### src/shreg_pkg.sv
// shared types, constants and next-state decode for the five-stage shift register
package shreg_pkg;

  // ----------------------------------------------------------------------------
  // sizes, reset values, encodings
  // ----------------------------------------------------------------------------
  localparam int unsigned STAGES     = 5;
  localparam int unsigned SYNC_DEPTH = 2;     // flops ahead of any pin reader
  localparam int unsigned BUF_DEPTH  = 2;     // entries in the output skid buffer
  localparam logic [4:0]  STAGE_RST  = 5'h00;
  localparam logic        MODE_SHIFT = 1'h0;
  localparam logic        MODE_LOAD  = 1'h1;
  localparam logic        FLAG_CLR   = 1'h0;
  localparam logic        PIN_RST    = 1'h0;

  typedef logic [STAGES-1:0] stage_t;         // bit 0 is the first stage

  typedef enum logic [1:0] {
    ST_IDLE = 2'h1,
    ST_PEND = 2'h2
  } core_st_t;

  // pin group as it arrives from the surrounding logic
  typedef struct packed {
    logic   clr_n;                            // clear, active low
    logic   mode;                             // low: shift right, high: parallel load
    logic   ser;                              // serial data into the first stage
    logic   tclk;                             // shift clock, acts on its falling edge
    stage_t par;                              // parallel data, bit 0 to first stage
  } pins_t;

  // word handed downstream after each shift or load
  typedef struct packed {
    logic   mode;
    stage_t data;
  } word_t;

  // ----------------------------------------------------------------------------
  // next contents of the stages for one shift or one load
  // ----------------------------------------------------------------------------
  function automatic stage_t next_stage(input logic mode, input logic ser,
                                        input stage_t par, input stage_t cur);
    stage_t nxt;
    nxt = (mode == MODE_LOAD) ? par : {cur[STAGES-2:0], ser};
    return nxt;
  endfunction

endpackage

### src/shreg_skid_buf.sv
// two-entry skid buffer between the stage register and the downstream reader
`timescale 1ns/1ns
module shreg_skid_buf
  import shreg_pkg::*;
(
  input  wire logic  i_clk,                   // core clock
  input  wire logic  i_rst_n,                 // async reset, active low
  input  wire logic  i_ce,                    // clock enable, freezes all state
  input  wire logic  i_flush,                 // drops both entries
  input  wire word_t i_data,                  // word to store
  input  wire logic  i_valid,                 // i_data is offered
  output logic       o_ready,                 // a word can be taken
  output word_t      o_data,                  // head word, from a flop
  output logic       o_valid,                 // head word is present
  input  wire logic  i_ready                  // reader takes the head word
);

  word_t skid_q;
  logic  skid_v_q;
  logic  push;
  logic  pop;

  assign push = i_valid && o_ready;
  assign pop  = o_valid && i_ready;

  // ----------------------------------------------------------------------------
  // head entry
  // ----------------------------------------------------------------------------
  always_ff @(posedge i_clk or negedge i_rst_n) begin
    if (!i_rst_n) begin
      o_data  <= '0;
      o_valid <= 1'h0;
    end else if (i_ce) begin
      if (i_flush) begin
        o_valid <= 1'h0;
      end else if (!o_valid || pop) begin
        if (skid_v_q) begin
          o_data  <= skid_q;
          o_valid <= 1'h1;
        end else if (push) begin
          o_data  <= i_data;
          o_valid <= 1'h1;
        end else begin
          o_valid <= 1'h0;
        end
      end
    end
  end

  // ----------------------------------------------------------------------------
  // second entry; only fills while the head is held by the reader
  // ----------------------------------------------------------------------------
  always_ff @(posedge i_clk or negedge i_rst_n) begin
    if (!i_rst_n) begin
      skid_q   <= '0;
      skid_v_q <= 1'h0;
      o_ready  <= 1'h1;
    end else if (i_ce) begin
      if (i_flush) begin
        skid_v_q <= 1'h0;
        o_ready  <= 1'h1;
      end else if (skid_v_q && (!o_valid || pop)) begin
        skid_v_q <= 1'h0;
        o_ready  <= 1'h1;
      end else if (push && o_valid && !pop) begin
        skid_q   <= i_data;
        skid_v_q <= 1'h1;
        o_ready  <= 1'h0;
      end
    end
  end

endmodule // shreg_skid_buf

### src/shift5_core.sv
// five-stage right-shift / parallel-load register with clear, driven from pins
//
// Functional notes
// - five storage stages are shown on five parallel outputs, first to last stage.
// - with mode low each active clock edge shifts right, serial input entering stage one; here a fall arriving while one is held is dropped.
// - with mode high one active clock edge copies the five parallel inputs into the stages.
// - shifting or loading happens only when the shift clock falls from high to low.
// - while clear is low all five outputs are held low whatever the other inputs do; here clear has no effect while I_CE is low.
// - a right shift puts the serial level in stage one and each stage's old level in the next.
// - on a load each stage takes the steady level of its parallel input.
`timescale 1ns/1ns
module shift5_core
  import shreg_pkg::*;
(
  input  wire logic          I_CORE_CLK,      // 25 MHz core clock
  input  wire logic          I_RESETN,        // async reset, active low
  input  wire logic          I_CE,            // clock enable, freezes all state when low
  input  wire shreg_pkg::pins_t I_PINS,       // raw pin group from outside
  input  wire logic          I_RD_READY,      // downstream takes O_WORD
  output shreg_pkg::stage_t  O_STAGE,         // stage contents, bit 0 first stage
  output shreg_pkg::word_t   O_WORD,          // buffered word after each applied edge, none for a dropped one
  output logic               O_WORD_VALID,    // O_WORD present
  output logic               O_BUSY,          // an edge waits for buffer room
  output logic               O_OVERRUN        // an edge was dropped, sticky until clear
);

  import shreg_pkg::*;

  // ----------------------------------------------------------------------------
  // pin synchronisers
  // ----------------------------------------------------------------------------
  pins_t    pin_s1_q;
  pins_t    pin_s2_q;
  logic     tclk_prev_q;
  logic     fall;
  logic     clr_on;

  always_ff @(posedge I_CORE_CLK or negedge I_RESETN) begin
    if (!I_RESETN) begin
      pin_s1_q    <= '0;
      pin_s2_q    <= '0;
      tclk_prev_q <= PIN_RST;
    end else if (I_CE) begin
      pin_s1_q    <= I_PINS;
      pin_s2_q    <= pin_s1_q;
      tclk_prev_q <= pin_s2_q.tclk;
    end
  end

  // pin clock is far slower than the core clock, so sampling loses no edge
  assign fall   = tclk_prev_q && !pin_s2_q.tclk;
  // synchronised clear lands two cycles after the pin; reset must cover start-up
  assign clr_on = !pin_s2_q.clr_n;

  // ----------------------------------------------------------------------------
  // edge capture and stall against the buffer
  // ----------------------------------------------------------------------------
  core_st_t st_q;
  logic     pend_mode_q;
  logic     pend_ser_q;
  stage_t   pend_par_q;
  logic     buf_ready;
  logic     apply;
  logic     use_mode;
  logic     use_ser;
  stage_t   use_par;
  stage_t   nxt_stage;
  word_t    push_word;

  // data levels are taken together with the edge that moves them
  always_comb begin
    use_mode = pin_s2_q.mode;
    use_ser  = pin_s2_q.ser;
    use_par  = pin_s2_q.par;
    apply    = 1'h0;
    unique case (st_q)
      ST_IDLE: apply = fall && buf_ready;
      ST_PEND: begin
        use_mode = pend_mode_q;
        use_ser  = pend_ser_q;
        use_par  = pend_par_q;
        apply    = buf_ready;
      end
      default: apply = 1'h0;
    endcase
    apply = apply && I_CE && !clr_on;
  end

  assign nxt_stage = next_stage(use_mode, use_ser, use_par, O_STAGE);
  assign push_word = '{mode: use_mode, data: nxt_stage};

  always_ff @(posedge I_CORE_CLK or negedge I_RESETN) begin
    if (!I_RESETN) begin
      st_q        <= ST_IDLE;
      pend_mode_q <= MODE_SHIFT;
      pend_ser_q  <= 1'h0;
      pend_par_q  <= STAGE_RST;
    end else if (I_CE) begin
      if (clr_on) begin
        st_q <= ST_IDLE;
      end else begin
        unique case (st_q)
          ST_IDLE: if (fall && !buf_ready) begin
            st_q        <= ST_PEND;
            pend_mode_q <= pin_s2_q.mode;
            pend_ser_q  <= pin_s2_q.ser;
            pend_par_q  <= pin_s2_q.par;
          end
          ST_PEND: if (buf_ready) begin
            st_q <= ST_IDLE;
          end
          default: st_q <= ST_IDLE;
        endcase
      end
    end
  end

  // ----------------------------------------------------------------------------
  // stage register and status
  // ----------------------------------------------------------------------------
  always_ff @(posedge I_CORE_CLK or negedge I_RESETN) begin
    if (!I_RESETN) begin
      O_STAGE <= STAGE_RST;
    end else if (I_CE) begin
      if (clr_on) begin
        O_STAGE <= STAGE_RST;
      end else if (apply) begin
        O_STAGE <= nxt_stage;
      end
    end
  end

  always_ff @(posedge I_CORE_CLK or negedge I_RESETN) begin
    if (!I_RESETN) begin
      O_BUSY    <= 1'h0;
      O_OVERRUN <= FLAG_CLR;
    end else if (I_CE) begin
      O_BUSY <= !clr_on && ((st_q == ST_IDLE && fall && !buf_ready) ||
                            (st_q == ST_PEND && !buf_ready));
      if (!clr_on && st_q == ST_PEND && fall) begin
        O_OVERRUN <= 1'h1;
      end else if (clr_on) begin
        O_OVERRUN <= FLAG_CLR;
      end
    end
  end

  // ----------------------------------------------------------------------------
  // output buffer, flushed by clear
  // ----------------------------------------------------------------------------
  shreg_skid_buf u_buf (
    .i_clk   (I_CORE_CLK),
    .i_rst_n (I_RESETN),
    .i_ce    (I_CE),
    .i_flush (clr_on),
    .i_data  (push_word),
    .i_valid (apply),
    .o_ready (buf_ready),
    .o_data  (O_WORD),
    .o_valid (O_WORD_VALID),
    .i_ready (I_RD_READY)
  );

  for (genvar k = 1; k < STAGES; k++) begin : g_chain

  end
endmodule // shift5_core

### config.mk
export PLATFORM = sky130hd
export DESIGN_NAME = shift5_core
export DESIGN_NICKNAME = d
export VERILOG_FILES = /design/src/shreg_pkg.sv /design/src/shreg_skid_buf.sv /design/src/shift5_core.sv
export SDC_FILE = /design/constraint.sdc
export NUM_CORES = 1
export LEC_CHECK = 0
export ABC_CLOCK_PERIOD_IN_PS = 2100
export BUFFER_PORTS_ARGS = -buffer_cell sky130_fd_sc_hd__buf_2
export CORE_ASPECT_RATIO = 0.8
export CORE_MARGIN = 2
export CORE_UTILIZATION = 51
export DETAILED_ROUTE_END_ITERATION = 10
export PLACE_DENSITY = 0.74
export SYNTH_ARGS = -nofsm -noshare
export SYNTH_HDL_FRONTEND = slang
export SYNTH_SLANG_ARGS = --single-unit
### constraint.sdc
create_clock -name I_CORE_CLK -period 2.1 [get_ports I_CORE_CLK]
set_input_delay 0.105 -clock I_CORE_CLK [delete_from_list [all_inputs] [get_ports I_CORE_CLK]]
set_output_delay 0.105 -clock I_CORE_CLK [all_outputs]
set_load 0.1 [all_outputs]
After elaboration in Yosys (flattened, before gate mapping)
Cells that the tools add are included.
W data, S select, Z words.
{"block": "totals", "in_bits": 13, "elab_cells": 90, "memories": 0, "ram_bits": 0, "romBits": 0, "reg_bits": 50, "latch_bits": 0}
{"block": "op_classes", "n_mux": 25, "n_reduce_logical": 31, "n_lt_le_gt_ge": 0, "n_div": 0, "multipliers": 0, "n_eq_ne": 8, "bitwise": 1, "add_sub_neg": 0, "shifts": 0}
{"op": "$mux W5", "count": 4}
{"op": "$logic_and A1 B1 Y1", "count": 16}
{"op": "$mux W1", "count": 14}
{"op": "$mux W6", "count": 2}
{"op": "$reduce_and A4 Y1", "count": 3}
{"op": "$reduce_and A2 Y1", "count": 4}
{"op": "$mux W2", "count": 3}
{"op": "$ne A2 B1 Y1 const B", "count": 3}
{"op": "$logic_not A1 Y1", "count": 4}
{"op": "$pmux W2 S2", "count": 1}
{"op": "$ne A3 B1 Y1 const B", "count": 1}
{"op": "$ne A3 B2 Y1 const B", "count": 1}
{"op": "$ne A3 B3 Y1 const B", "count": 1}
{"op": "$reduce_and A3 Y1", "count": 1}
{"op": "$eq A2 B1 Y1 const B", "count": 1}
{"op": "$eq A2 B2 Y1 const B", "count": 1}
{"op": "$logic_or A1 B1 Y1", "count": 2}
{"op": "$pmux W1 S2", "count": 1}
{"op": "$reduce_bool A2 Y1", "count": 1}
{"op": "$not A1 Y1", "count": 1}

Logic depth before layout (Yosys ltp)
Gate-level depths: netlist (run 1).
{"block": "depth", "word_depth": 12, "depth_mapped": 7, "depth_no_buf": 6}

Hierarchy
Synthesis (run 1) repeated with hierarchy kept, for this count alone.
{"block": "hier_totals", "cells_unflattened": 171, "area_unflattened_um2": 2290.9}
{"module": "shift5_core", "cells_each": 120, "n_inst": 1, "area_per_inst_um2": 1571.5}
{"module": "shreg_skid_buf", "cells_each": 51, "n_inst": 1, "area_per_inst_um2": 719.4}

Worst setup path after synthesis (run 1)
No wires, ideal clock.
{"block": "synth_timing", "kind": "reg2reg", "start": "register u_buf.o_valid", "end": "register u_buf.o_data[1] (netlist name)", "path_stages_with_launch": 5, "setup_time_ns": 0.126, "synth_period_minus_slack_ns": 2.136, "t_required_ns": 1.974, "arrival_ns": 2.010, "path_buffers": 0, "setup_slack_ns": -0.036, "path_cell_list": "dfrtp_1 -> nor2b_1 -> nor2_1 -> o21ai_1 -> mux2_2"}
{"block": "synth_between", "elab_chain_cells": 3, "elab_cells_between_ends": 4, "cone_classes": "reduce/logical: 4"}
{"element": "start: declaration", "line_no": "shreg_skid_buf.sv:14", "rtl": "output logic o_valid,"}
{"element": "start signal: assignment", "line_no": "shreg_skid_buf.sv:32", "rtl": "o_valid <= 1'h0;"}
{"element": "start signal: assignment", "line_no": "shreg_skid_buf.sv:35", "rtl": "o_valid <= 1'h0;"}
{"element": "start signal: assignment", "line_no": "shreg_skid_buf.sv:39", "rtl": "o_valid <= 1'h1;"}
{"element": "$logic_not A1 Y1 / $logic_and A1 B1 Y1 (equally long branches)", "line_no": "shreg_skid_buf.sv:36, shreg_skid_buf.sv:24"}
{"element": "$logic_or A1 B1 Y1 *", "line_no": "shreg_skid_buf.sv:36", "rtl": "end else if (!o_valid || pop) begin"}
{"element": "$reduce_and A4 Y1 (no line) *"}
{"element": "end signal: assignment", "line_no": "shreg_skid_buf.sv:38", "rtl": "o_data <= skid_q;"}
{"element": "end signal: assignment", "line_no": "shreg_skid_buf.sv:41", "rtl": "o_data <= i_data;"}
{"element": "end: declaration", "line_no": "shreg_skid_buf.sv:13", "rtl": "output word_t o_data,"}
Mark *: on every way between the ends. The rest lies on a longest branch, timed or not.
A chain may end at the register's enable or synchronous reset.

Final worst setup path (run 1)
{"block": "layout_timing", "start": "register st_q[0]", "end": "register u_buf.o_data[2] (netlist name)"}
{"block": "layout_between", "elab_chain_cells": 7, "elab_cells_between_ends": 13, "cone_classes": "eq/ne: 2; mux: 6; reduce/logical: 5"}
{"element": "start: declaration", "line_no": "shift5_core.sv:58", "rtl": "core_st_t st_q;"}
{"element": "start signal: assignment", "line_no": "shift5_core.sv:94", "rtl": "st_q <= ST_IDLE;"}
{"element": "start signal: assignment", "line_no": "shift5_core.sv:100", "rtl": "st_q <= ST_IDLE;"}
{"element": "start signal: assignment", "line_no": "shift5_core.sv:104", "rtl": "st_q <= ST_PEND;"}
{"element": "$eq A2 B2 Y1 / $eq A2 B1 Y1 (equally long branches)", "line_no": "shift5_core.sv:76", "rtl": "unique case (st_q)"}
{"element": "$pmux W1 S2", "line_no": "shift5_core.sv:76"}
{"element": "$logic_and A1 B1 Y1 (2 in a row)", "line_no": "shift5_core.sv:86", "rtl": "apply = apply && I_CE && !clr_on;"}
{"element": "$logic_and A1 B1 Y1", "line_no": "shreg_skid_buf.sv:23", "rtl": "assign push = i_valid && o_ready;"}
{"element": "$reduce_bool A2 Y1 (no line)"}
{"element": "$reduce_and A4 Y1 (no line)"}
Parallel ways exist; a longest one is shown, timed or not. The select of a mux whose other input is x is not followed.

==> results.sh, run 1 <==
export IMPL_antenna_found_initial=0
export IMPL_fin_crit_ns=2.05
export IMPL_synthCells=171
export IMPL_top_usage_layer="met2"
export IMPL_instances_no_fill=262
export IMPL_io_buffers=26
export IMPL_skew_ns=0.00294
export IMPL_worstReg2RegStart="st_q[0]$_DFFE_PN1P_"
export IMPL_ir_drop_mv=0.583
export IMPL_synth_main_ff_cell="dfrtp_1"
export IMPL_cp_arrival_ns=2.24
export IMPL_hold_slack_ns=0.0325
export IMPL_yosysTopAreaCell="dfrtp_1"
export IMPL_gp_congestion=0.804
export IMPL_start_util_pct=53.9
export IMPL_use_met3_pct=4.24
export IMPL_top_level_ports=27
export IMPL_layout_commonest_cell="dfrtp_1"
export IMPL_overflow=0
export IMPL_tns_ns=0
export IMPL_cp_max_fo=5
export IMPL_worst_slew_pin_slew_ns=0.512
export IMPL_numCtsBuffers=5
export IMPL_clock_sinks=50
export IMPL_first_global_vias=1556
export IMPL_vias=1432
export IMPL_dpl_hpwl_um=3040
export IMPL_reg2reg_slack_ns=0.05
export IMPL_status="completed"
export IMPL_met2_usage_pct=29.8
export IMPL_yosysWarnings=0
export IMPL_dp_cells=254
export IMPL_synthToLayoutAreaGrowth_pct=14.7
export IMPL_wl_per_cell_um=15.8
export IMPL_ant_nets=0
export IMPL_dr_first_iter_drc_count=105
export IMPL_synthDistinctLibCells=37
export IMPL_synth_nets=186
export IMPL_drc_errors=0
export IMPL_nets=220
export IMPL_cp_required_ns=2.29
export IMPL_viasPerCell=5.47
export IMPL_fin_util_pct=61.8
export IMPL_post_cts_buffers=0
export IMPL_grt_pass1_wl_um=7130
export IMPL_p_leak_nw=1.24
export IMPL_die_y_um=63.8
export IMPL_setup_viol_count_final=0
export IMPL_final_cell_mix="47 x dfrtp_1, 34 x mux2_2, 26 x buf_2"
export IMPL_clockBufferDepth=2
export IMPL_ys_seq_elements=50
export IMPL_slew_violations=0
export IMPL_cts_tree="yes"
export IMPL_root_buffer="clkbuf_8"
export IMPL_hold_class="input port to flip-flop"
export IMPL_yosysSeqAreaShare_pct=55.0
export IMPL_clkSlewWorstSetupHoldPaths_ns=0.08
export IMPL_synth_async_reset_ratio_pct=100
export IMPL_placementRows=21
export IMPL_max_clock_freq_mhz=488
export IMPL_critPathCapture="u_buf.o_data[2]$_DFFE_PN0P_"
export IMPL_coreArea_mm2=0.00423
export IMPL_insertion_delay_ns=0.30
export IMPL_setup_ws_ns=0.0514
export IMPL_drv_cap=0
export IMPL_dieArea_mm2=0.00502
export IMPL_place_ws_ns=0.0204
export IMPL_fin_crit_sh_pct=97.6
export IMPL_reg2reg_depth=6
export IMPL_synth_edff_count=0
export IMPL_synth_top_area_share_pct=52.7
export IMPL_r2r_end="u_buf.o_data[2]$_DFFE_PN0P_"
export IMPL_crit_start="st_q[0]$_DFFE_PN1P_"
export IMPL_grt_use_met1_pct=25.1
export IMPL_drive_gt1_share_pct=41.0
export IMPL_syn_area_mm2=0.00228
export IMPL_synth_area_per_cell_um2=13.3
export IMPL_powerDensity_mw_per_mm2=1180
export IMPL_hold_viol=0
export IMPL_synthTopCellsByArea="dfrtp_1 53%, mux2_2 17%, mux2_1 4.4%, mux2i_1 2.6%, dfstp_2 2.3%"
export IMPL_grt_use_total_pct=18.7
export IMPL_antenna_cells=0
export IMPL_die_w_um=78.7
export IMPL_slew_headroom_pct=65.6
export IMPL_endpoint_kind="flip-flop"
export IMPL_rsz0062_at_grt="no"
export IMPL_cp_start_kind="flip-flop"
export IMPL_grt_max_degree=51
export IMPL_path_class="flip-flop to flip-flop"
export IMPL_cts_max_level=2
export IMPL_wl_um=4140
export IMPL_first_pass_iters=5
## cells by family after synthesis
family | count (synthesis) | synth area share (%)
flops | 50 | 55.0
mux | 53 | 26.9
compound gates | 24 | 7.91
simple gates | 25 | 5.93
buf+inv | 17 | 3.18
fa+ha+maj | 2 | 1.10
## worst min-delay path by stage
stage | from | endpoint | slack, ns | depth (start not counted)
3_3_place_gp | I_RESETN | pin_s1_q[3]$_DFFE_PN0P_ | 0.11 | 2
5_1_grt | I_PINS[2] | pin_s1_q[2]$_DFFE_PN0P_ | 0.02 | 2
3_5_place_dp | I_RESETN | pin_s1_q[3]$_DFFE_PN0P_ | 0.11 | 2
4_1_cts | I_PINS[0] | pin_s1_q[0]$_DFFE_PN0P_ | 0.03 | 2
6_report | I_PINS[7] | pin_s1_q[7]$_DFFE_PN0P_ | 0.03 | 2
2_1_floorplan | I_RESETN | O_BUSY$_DFFE_PN0P_ | -0.19 | 0
## what timing repair did
item                                    in CTS  in global routing
hold buffers                                 1                  0
endpoints found under the setup margin       0                  9
gates resized for setup                      0                  2
hold endpoints to repair                    48                  0
## critical path, stage by stage (launching register included)
cell and delay (ns):
dfstp_2 0.54, inv_1 0.08, ha_4 0.20, mux2_1 0.31, mux2_4 0.29, mux2_2 0.27
mux2_2 0.26
## per-layer routing
metal	up-vias	share of wire, %
li1	676	-
met1	715	46
met2	33	48
met3	8	4.2
met4	0	1.6
met5	-	0
## Yosys cell counts, types with 2 or more instances
master,number
mux2_1,9
dfstp_2,2
clkbuf_1,3
ha_1,2
nand2_1,9
inv_1,9
mux2_2,34
buf_1,2
a2bb2oi_1,3
nor2_1,6
mux2i_1,6
a22o_1,3
nor2b_1,2
a21oi_1,3
o22ai_1,2
mux2_4,3
dfrtp_1,48
nand4_1,2
o21ai_0,5
## flip-flops by register name, summed over array words and instances (netlist names), 2 cells and up
name,flops
pin_s2_q,9
u_buf.skid_q,6
u_buf.o_data,6
st_q,2
pend_par_q,5
O_STAGE,5
pin_s1_q,9
## where the power goes
group          leakage (nW)  total (mW)  internal (mW)  switching [mW]
sequential            0.629        1.29           1.16           0.134
combinational         0.572        1.26          0.388           0.874
clock                0.0383       0.520          0.230           0.290
total                  1.24        3.07           1.78            1.30
## through the flow
step,power [mW],instance area (um2)
floorplan,2.28,2280
global placement,2.51,2510
detailed placement,2.55,2510
CTS,3.07,2600
global route,3.24,2610
finish,3.07,2610
## area by class of cell
type	count	area, um2
fillers	353	1620
multi-input cells	104	968
inverters	10	37.5
flip-flops and latches	50	1250
well taps	57	71.3
repair buffers	34	205
clock buffers	7	76.3
Power figures use the tool's default switching activity.
==> run 2, diff against run 1 <==
--- a/config.mk
+++ b/config.mk
@@ -5,13 +5,14 @@
 export SDC_FILE = /design/constraint.sdc
 export NUM_CORES = 1
 export LEC_CHECK = 0
-export ABC_CLOCK_PERIOD_IN_PS = 2100
+export ABC_CLOCK_PERIOD_IN_PS = 2000
 export BUFFER_PORTS_ARGS = -buffer_cell sky130_fd_sc_hd__buf_2
 export CORE_ASPECT_RATIO = 0.8
 export CORE_MARGIN = 2
-export CORE_UTILIZATION = 51
+export CORE_UTILIZATION = 57
 export DETAILED_ROUTE_END_ITERATION = 10
-export PLACE_DENSITY = 0.74
+export PLACE_DENSITY = 0.78
+export SKIP_LAST_GASP = 1
 export SYNTH_ARGS = -nofsm -noshare
 export SYNTH_HDL_FRONTEND = slang
 export SYNTH_SLANG_ARGS = --single-unit
==> constraint.sdc (replaced) <==
create_clock -name I_CORE_CLK -period 2 [get_ports I_CORE_CLK]
set_input_delay 0.1 -clock I_CORE_CLK [delete_from_list [all_inputs] [get_ports I_CORE_CLK]]
set_output_delay 0.1 -clock I_CORE_CLK [all_outputs]
set_load 0.1 [all_outputs]
==> run 2 against run 1 <==
  * The flow now finishes with violations (setup timing)
  * Core utilization is 8.0 points higher
  * Worst setup slack worse by 0.070 ns
  * Clock skew is 0.0058 ns higher
  * Flip-flop and latch count stayed put
  * Sequential share of layout area is 1.0 points lower
  * Sequential power is 5% higher
  * Count of clock-buffer cells in the layout stayed put
  * Power is 9.6% higher
  * Cell count is 1.5% higher
  * Clock power is 14% higher
  * Register-to-register slack worse by 0.07 ns
  * Hold slack better by 0.0021 ns
  * Highest routed layer unchanged
==> results.sh, run 2 (synthesis results as in run 1) <==
export IMPL_worst_slew_pin_slew_ns=0.616
export IMPL_wl_per_cell_um=16.9
export IMPL_cp_max_fo=5
export IMPL_cp_required_ns=2.19
export IMPL_placed_area_mm2=0.00253
export IMPL_first_global_vias=1602
export IMPL_io_buffers=26
export IMPL_layout_commonest_cell="dfrtp_1"
export IMPL_ant_nets=0
export IMPL_vias=1521
export IMPL_viasPerCell=5.72
export IMPL_setup_viol_count_final=3
export IMPL_path_class="flip-flop to flip-flop"
export IMPL_synthToLayoutAreaGrowth_pct=17.2
export IMPL_coreArea_mm2=0.00383
export IMPL_dpl_hpwl_um=3110
export IMPL_fin_crit_sh_pct=101
export IMPL_start_util_pct=59.5
export IMPL_cts_tree="yes"
export IMPL_clkSlewWorstSetupHoldPaths_ns=0.09
export IMPL_overflow=0
export IMPL_drv_cap=0
export IMPL_ir_drop_mv=0.646
export IMPL_final_fill_count=292
export IMPL_status="finished with violations"
export IMPL_cp_arrival_ns=2.21
export IMPL_slew_headroom_pct=59.0
export IMPL_skew_ns=0.00871
export IMPL_endpoint_kind="flip-flop"
export IMPL_fin_util_pct=69.7
export IMPL_drc_errors=0
export IMPL_antenna_found_initial=0
export IMPL_cp_start_kind="flip-flop"
export IMPL_die_w_um=74.7
export IMPL_first_pass_iters=4
export IMPL_max_clock_freq_mhz=495
export IMPL_p_leak_nw=1.28
export IMPL_drive_gt1_share_pct=44.5
export IMPL_top_level_ports=27
export IMPL_numCtsBuffers=5
export IMPL_setup_ws_ns=-0.0189
export IMPL_hold_viol=0
export IMPL_design_area_mm2=0.00267
export IMPL_slew_violations=0
export IMPL_largestRegisters="pin_s1_q x9, pin_s2_q x9"
export IMPL_final_cell_mix="47 x dfrtp_1, 31 x mux2_2, 26 x buf_2"
export IMPL_dieArea_mm2=0.00452
export IMPL_grt_max_degree=51
export IMPL_hold_slack_ns=0.0347
export IMPL_place_ws_ns=0.00314
export IMPL_insertion_delay_ns=0.29
export IMPL_antenna_cells=0
export IMPL_fin_crit_ns=2.02
export IMPL_placementRows=20
export IMPL_rsz0062_at_grt="yes"
export IMPL_powerDensity_mw_per_mm2=1260
export IMPL_cts_max_level=2
export IMPL_root_buffer="clkbuf_8"
export IMPL_p_total_mw=3.37
export IMPL_gp_congestion=0.835
export IMPL_hold_class="input port to flip-flop"
export IMPL_clockBufferDepth=2
export IMPL_grt_pass1_wl_um=7470
export IMPL_nets=225
export IMPL_grt_use_total_pct=22.6
export IMPL_clock_sinks=50
export IMPL_die_y_um=60.6
export IMPL_violations="setup timing"
export IMPL_wl_um=4490
export IMPL_dr_first_iter_drc_count=88
[run 2: changes by cell type in the layout (fill, tap and decap cells not counted)]
cell and delta:
buf_4 +6, mux2_2 -3, mux2_4 +3, inv_1 -2, inv_2 +2, buf_12 -1
clkbuf_1 -1, clkbuf_8 +1, clkinv_2 +1, nand2b_1 -1, nand2b_4 +1
[run 2: worst max-delay path, stage by stage, from the launching register on]
cell     delay [ns]
dfstp_2        0.55
inv_2          0.05
ha_4           0.18
mux2i_4        0.26
mux2_4         0.34
mux2_4         0.26
mux2_2         0.26
[run 2: power breakdown]
group | switching, mW | internal (mW) | total (mW)
combinational | 0.950 | 0.468 | 1.42
clock | 0.314 | 0.280 | 0.593
sequential | 0.142 | 1.22 | 1.36
[run 2: area by class of cell]
class,instances,area [um2],area share [%]
timing repair buffer,39,230,8.62
inverter,10,37.5,1.41
clock inverter,1,5.00,0.187
multi-input combinational,104,987,37.0
tap,55,68.8,2.58
sequential,50,1250,47.0
clock buffer,7,86.3,3.23
[run 2: stage by stage]
step                      instances  TNS (ns)
after floorplan                 171    -0.152
after global placement          253         0
after detailed placement        253         0
after CTS                       264   -0.0133
after global routing            266    -0.284
final                           266   -0.0309
[run 2: worst paths after layout]
path                                             start                          end  slack (ns)  cells past startpoint
hold / removal                               I_PINS[8]      pin_s1_q[8]$_DFFE_PN0P_        0.03                      2
setup reg to reg                   st_q[0]$_DFFE_PN1P_  u_buf.o_data[2]$_DFFE_PN0P_       -0.02                      6
hold reg to reg            u_buf.skid_q[0]$_DFFE_PN0P_  u_buf.skid_q[0]$_DFFE_PN0P_        0.50                      1
min in group asynchronous                     I_RESETN      pin_s1_q[4]$_DFFE_PN0P_        0.43                      3
max in group asynchronous                     I_RESETN    u_buf.o_valid$_DFFE_PN0P_        1.13                      3
setup / recovery                   st_q[0]$_DFFE_PN1P_  u_buf.o_data[2]$_DFFE_PN0P_       -0.02                      6
[run 2: repair_timing]
action | 4_1_cts | 5_1_grt
hold buffers | 1 | 0
resized for setup | 0 | 4
buffers inserted | 2 | 2
hold endpoints to repair | 48 | 0
setup endpoints to repair | 6 | 10
pin swaps | 1 | 1
[run 2: routing by layer]
metal	vias up	GRT usage (%)	wire length (um)	share of wire [%]
met4	0	6.63	27	0.60
li1	689	-	-	-
met2	37	38.4	2290	51
met1	791	29.7	1970	44
met5	-	0	0	0
met3	4	4.82	209	4.7
==> run 3, diff against run 2 <==
==> constraint.sdc (replaced) <==
create_clock -name I_CORE_CLK -period 2 [get_ports I_CORE_CLK]
set_input_delay 0.3 -clock I_CORE_CLK [delete_from_list [all_inputs] [get_ports I_CORE_CLK]]
set_output_delay 0.3 -clock I_CORE_CLK [all_outputs]
set_load 0.1 [all_outputs]
==> run 3 against run 2 <==
  * The flow now finishes without violations
  * Count of clock-buffer cells in the layout increased by 1
  * Flip-flop and latch count is the same
  * Cell count up 1.1%
==> results.sh, run 3 (synthesis results as in run 1) <==
export IMPL_p_sw_mw=1.40
export IMPL_slew_violations=0
export IMPL_drc_errors=0
export IMPL_cp_max_fo=5
export IMPL_first_global_vias=1460
export IMPL_first_pass_iters=4
export IMPL_die_w_um=74.7
export IMPL_cp_common_cell="mux2_4"
export IMPL_cp_num_buf_inv=1
export IMPL_p_total_mw=3.44
export IMPL_insertion_delay_ns=0.30
export IMPL_cp_cell_sequence="inv_2 -> ha_4 -> mux2i_4 -> mux2_4 -> mux2_4 -> mux2_2"
export IMPL_setup_viol_count_final=0
export IMPL_antenna_found_initial=0
export IMPL_slew_headroom_pct=67.6
export IMPL_dr_first_iter_drc_count=69
export IMPL_numCtsBuffers=5
export IMPL_fin_util_pct=71.0
export IMPL_ir_drop_mv=0.649
export IMPL_fin_crit_sh_pct=99.6
export IMPL_overflow=0
export IMPL_comb_power_share_pct=41.0
export IMPL_skew_ns=0.00530
export IMPL_drive_gt1_share_pct=45.8
export IMPL_p_clk_share_pct=19.6
export IMPL_fin_crit_ns=1.99
export IMPL_max_stage_delay_ns=0.55
export IMPL_max_clock_freq_mhz=502
export IMPL_clock_sinks=50
export IMPL_endpoint_kind="flip-flop"
export IMPL_reg2reg_slack_ns=0.008
export IMPL_layout_commonest_cell="dfrtp_1"
export IMPL_hold_viol=0
export IMPL_cp_start_kind="flip-flop"
export IMPL_start_util_pct=59.5
export IMPL_hold_slack_ns=0.224
export IMPL_hold_class="input port to flip-flop"
export IMPL_worst_slew_pin_slew_ns=0.490
export IMPL_dieArea_mm2=0.00452
export IMPL_io_buffers=26
export IMPL_cp_slowest_cell="dfstp_2"
export IMPL_final_cell_mix="47 x dfrtp_1, 31 x mux2_2, 26 x buf_2"
export IMPL_viasPerCell=5.44
export IMPL_powerDensity_mw_per_mm2=1260
export IMPL_cts_max_level=2
export IMPL_path_class="flip-flop to flip-flop"
export IMPL_gp_congestion=0.829
export IMPL_clockBufferDepth=2
export IMPL_grt_use_total_pct=20.8
export IMPL_grt_max_degree=51
export IMPL_synthToLayoutAreaGrowth_pct=19.3
export IMPL_grt_pass1_wl_um=6810
export IMPL_root_buffer="clkbuf_8"
export IMPL_netSwitchingFraction_pct=40.7
export IMPL_cp_top_family="multiplexers"
export IMPL_wl_per_cell_um=15.7
export IMPL_final_fill_count=275
export IMPL_ant_nets=0
export IMPL_cp_required_ns=2.19
export IMPL_clkSlewWorstSetupHoldPaths_ns=0.09
export IMPL_die_y_um=60.6
export IMPL_top_level_ports=27
export IMPL_p_seq_share_pct=39.4
export IMPL_placementRows=20
export IMPL_p_leak_nw=1.31
export IMPL_drv_cap=0
export IMPL_status="completed"
export IMPL_wl_um=4220
export IMPL_dpl_hpwl_um=2980
export IMPL_largestRegisters="pin_s1_q x9, pin_s2_q x9"
export IMPL_vias=1463
export IMPL_cts_tree="yes"
export IMPL_cp_arrival_ns=2.18
export IMPL_rsz0062_at_grt="yes"
export IMPL_coreArea_mm2=0.00383
export IMPL_nets=228
export IMPL_intPower_mw=2.04
export IMPL_antenna_cells=0
==> run 3: cell count changes in the layout (fill, tap and decap cells not counted) <==
cell      delta
buf_12       +1
buf_4        +2
clkbuf_1     -1
clkbuf_8     +2
clkinv_2     -1
nand2b_2     +1
nand2b_4     -1
==> run 3: power by group through the flow <==
stage | registers (mW) | clock network, mW | logic, mW
finish | 1.35 | 0.674 | 1.41
global route | 1.38 | 0.708 | 1.50
CTS | 1.35 | 0.684 | 1.38
detailed placement | 1.37 | 0 | 1.34
global placement | 1.36 | 0 | 1.32
floorplan | 1.89 | 0 | 0.528
==> run 3: worst paths after layout <==
kind,from,to,cells after the start
max,st_q[0]$_DFFE_PN1P_,u_buf.o_data[1]$_DFFE_PN0P_,6
min,I_PINS[2],pin_s1_q[2]$_DFFE_PN0P_,2
max reg2reg,st_q[0]$_DFFE_PN1P_,u_buf.o_data[1]$_DFFE_PN0P_,6
min reg2reg,pin_s1_q[8]$_DFFE_PN0P_,pin_s2_q[8]$_DFFE_PN0P_,2
max in group asynchronous,I_RESETN,st_q[0]$_DFFE_PN1P_,3
min in group asynchronous,I_RESETN,O_BUSY$_DFFE_PN0P_,3
==> run 3: layer usage <==
metal / share of wire, % / routed length (um) / global-route usage, %
met5: 0 / 0 / 0
met1: 48 / 2010 / 27.4
met2: 47 / 1990 / 33.1
met3: 3.3 / 140 / 4.49
met4: 1.9 / 82 / 10.2
==> run 3: timing repair <==
item,CTS,global route
hold endpoints to repair,48,0
hold buffers,1,0
resized for setup,1,2
buffers inserted,3,3
pin swaps,0,2
setup endpoints to repair,3,10
==> run 3: layout make-up <==
class | count | area [um2] | share of cell area [%]
repair buffers | 42 | 265 | 9.76
clock buffers | 8 | 110 | 4.05
multi-input cells | 104 | 982 | 36.1
flip-flops and latches | 50 | 1250 | 46.2
well taps | 55 | 68.8 | 2.53
inverters | 10 | 37.5 | 1.38
==> run 3: per-stage QoR <==
step                std cells  setup slack [ns]  TNS [ns]  area (um2)
floorplan                 171           -0.0507    -0.152        2300
global placement          254            0.0443         0        2550
detailed placement        254           0.00520         0        2550
CTS                       266          -0.00200  -0.00200        2690
global route              269           -0.0486    -0.193        2720
finish                    269           0.00786         0        2720
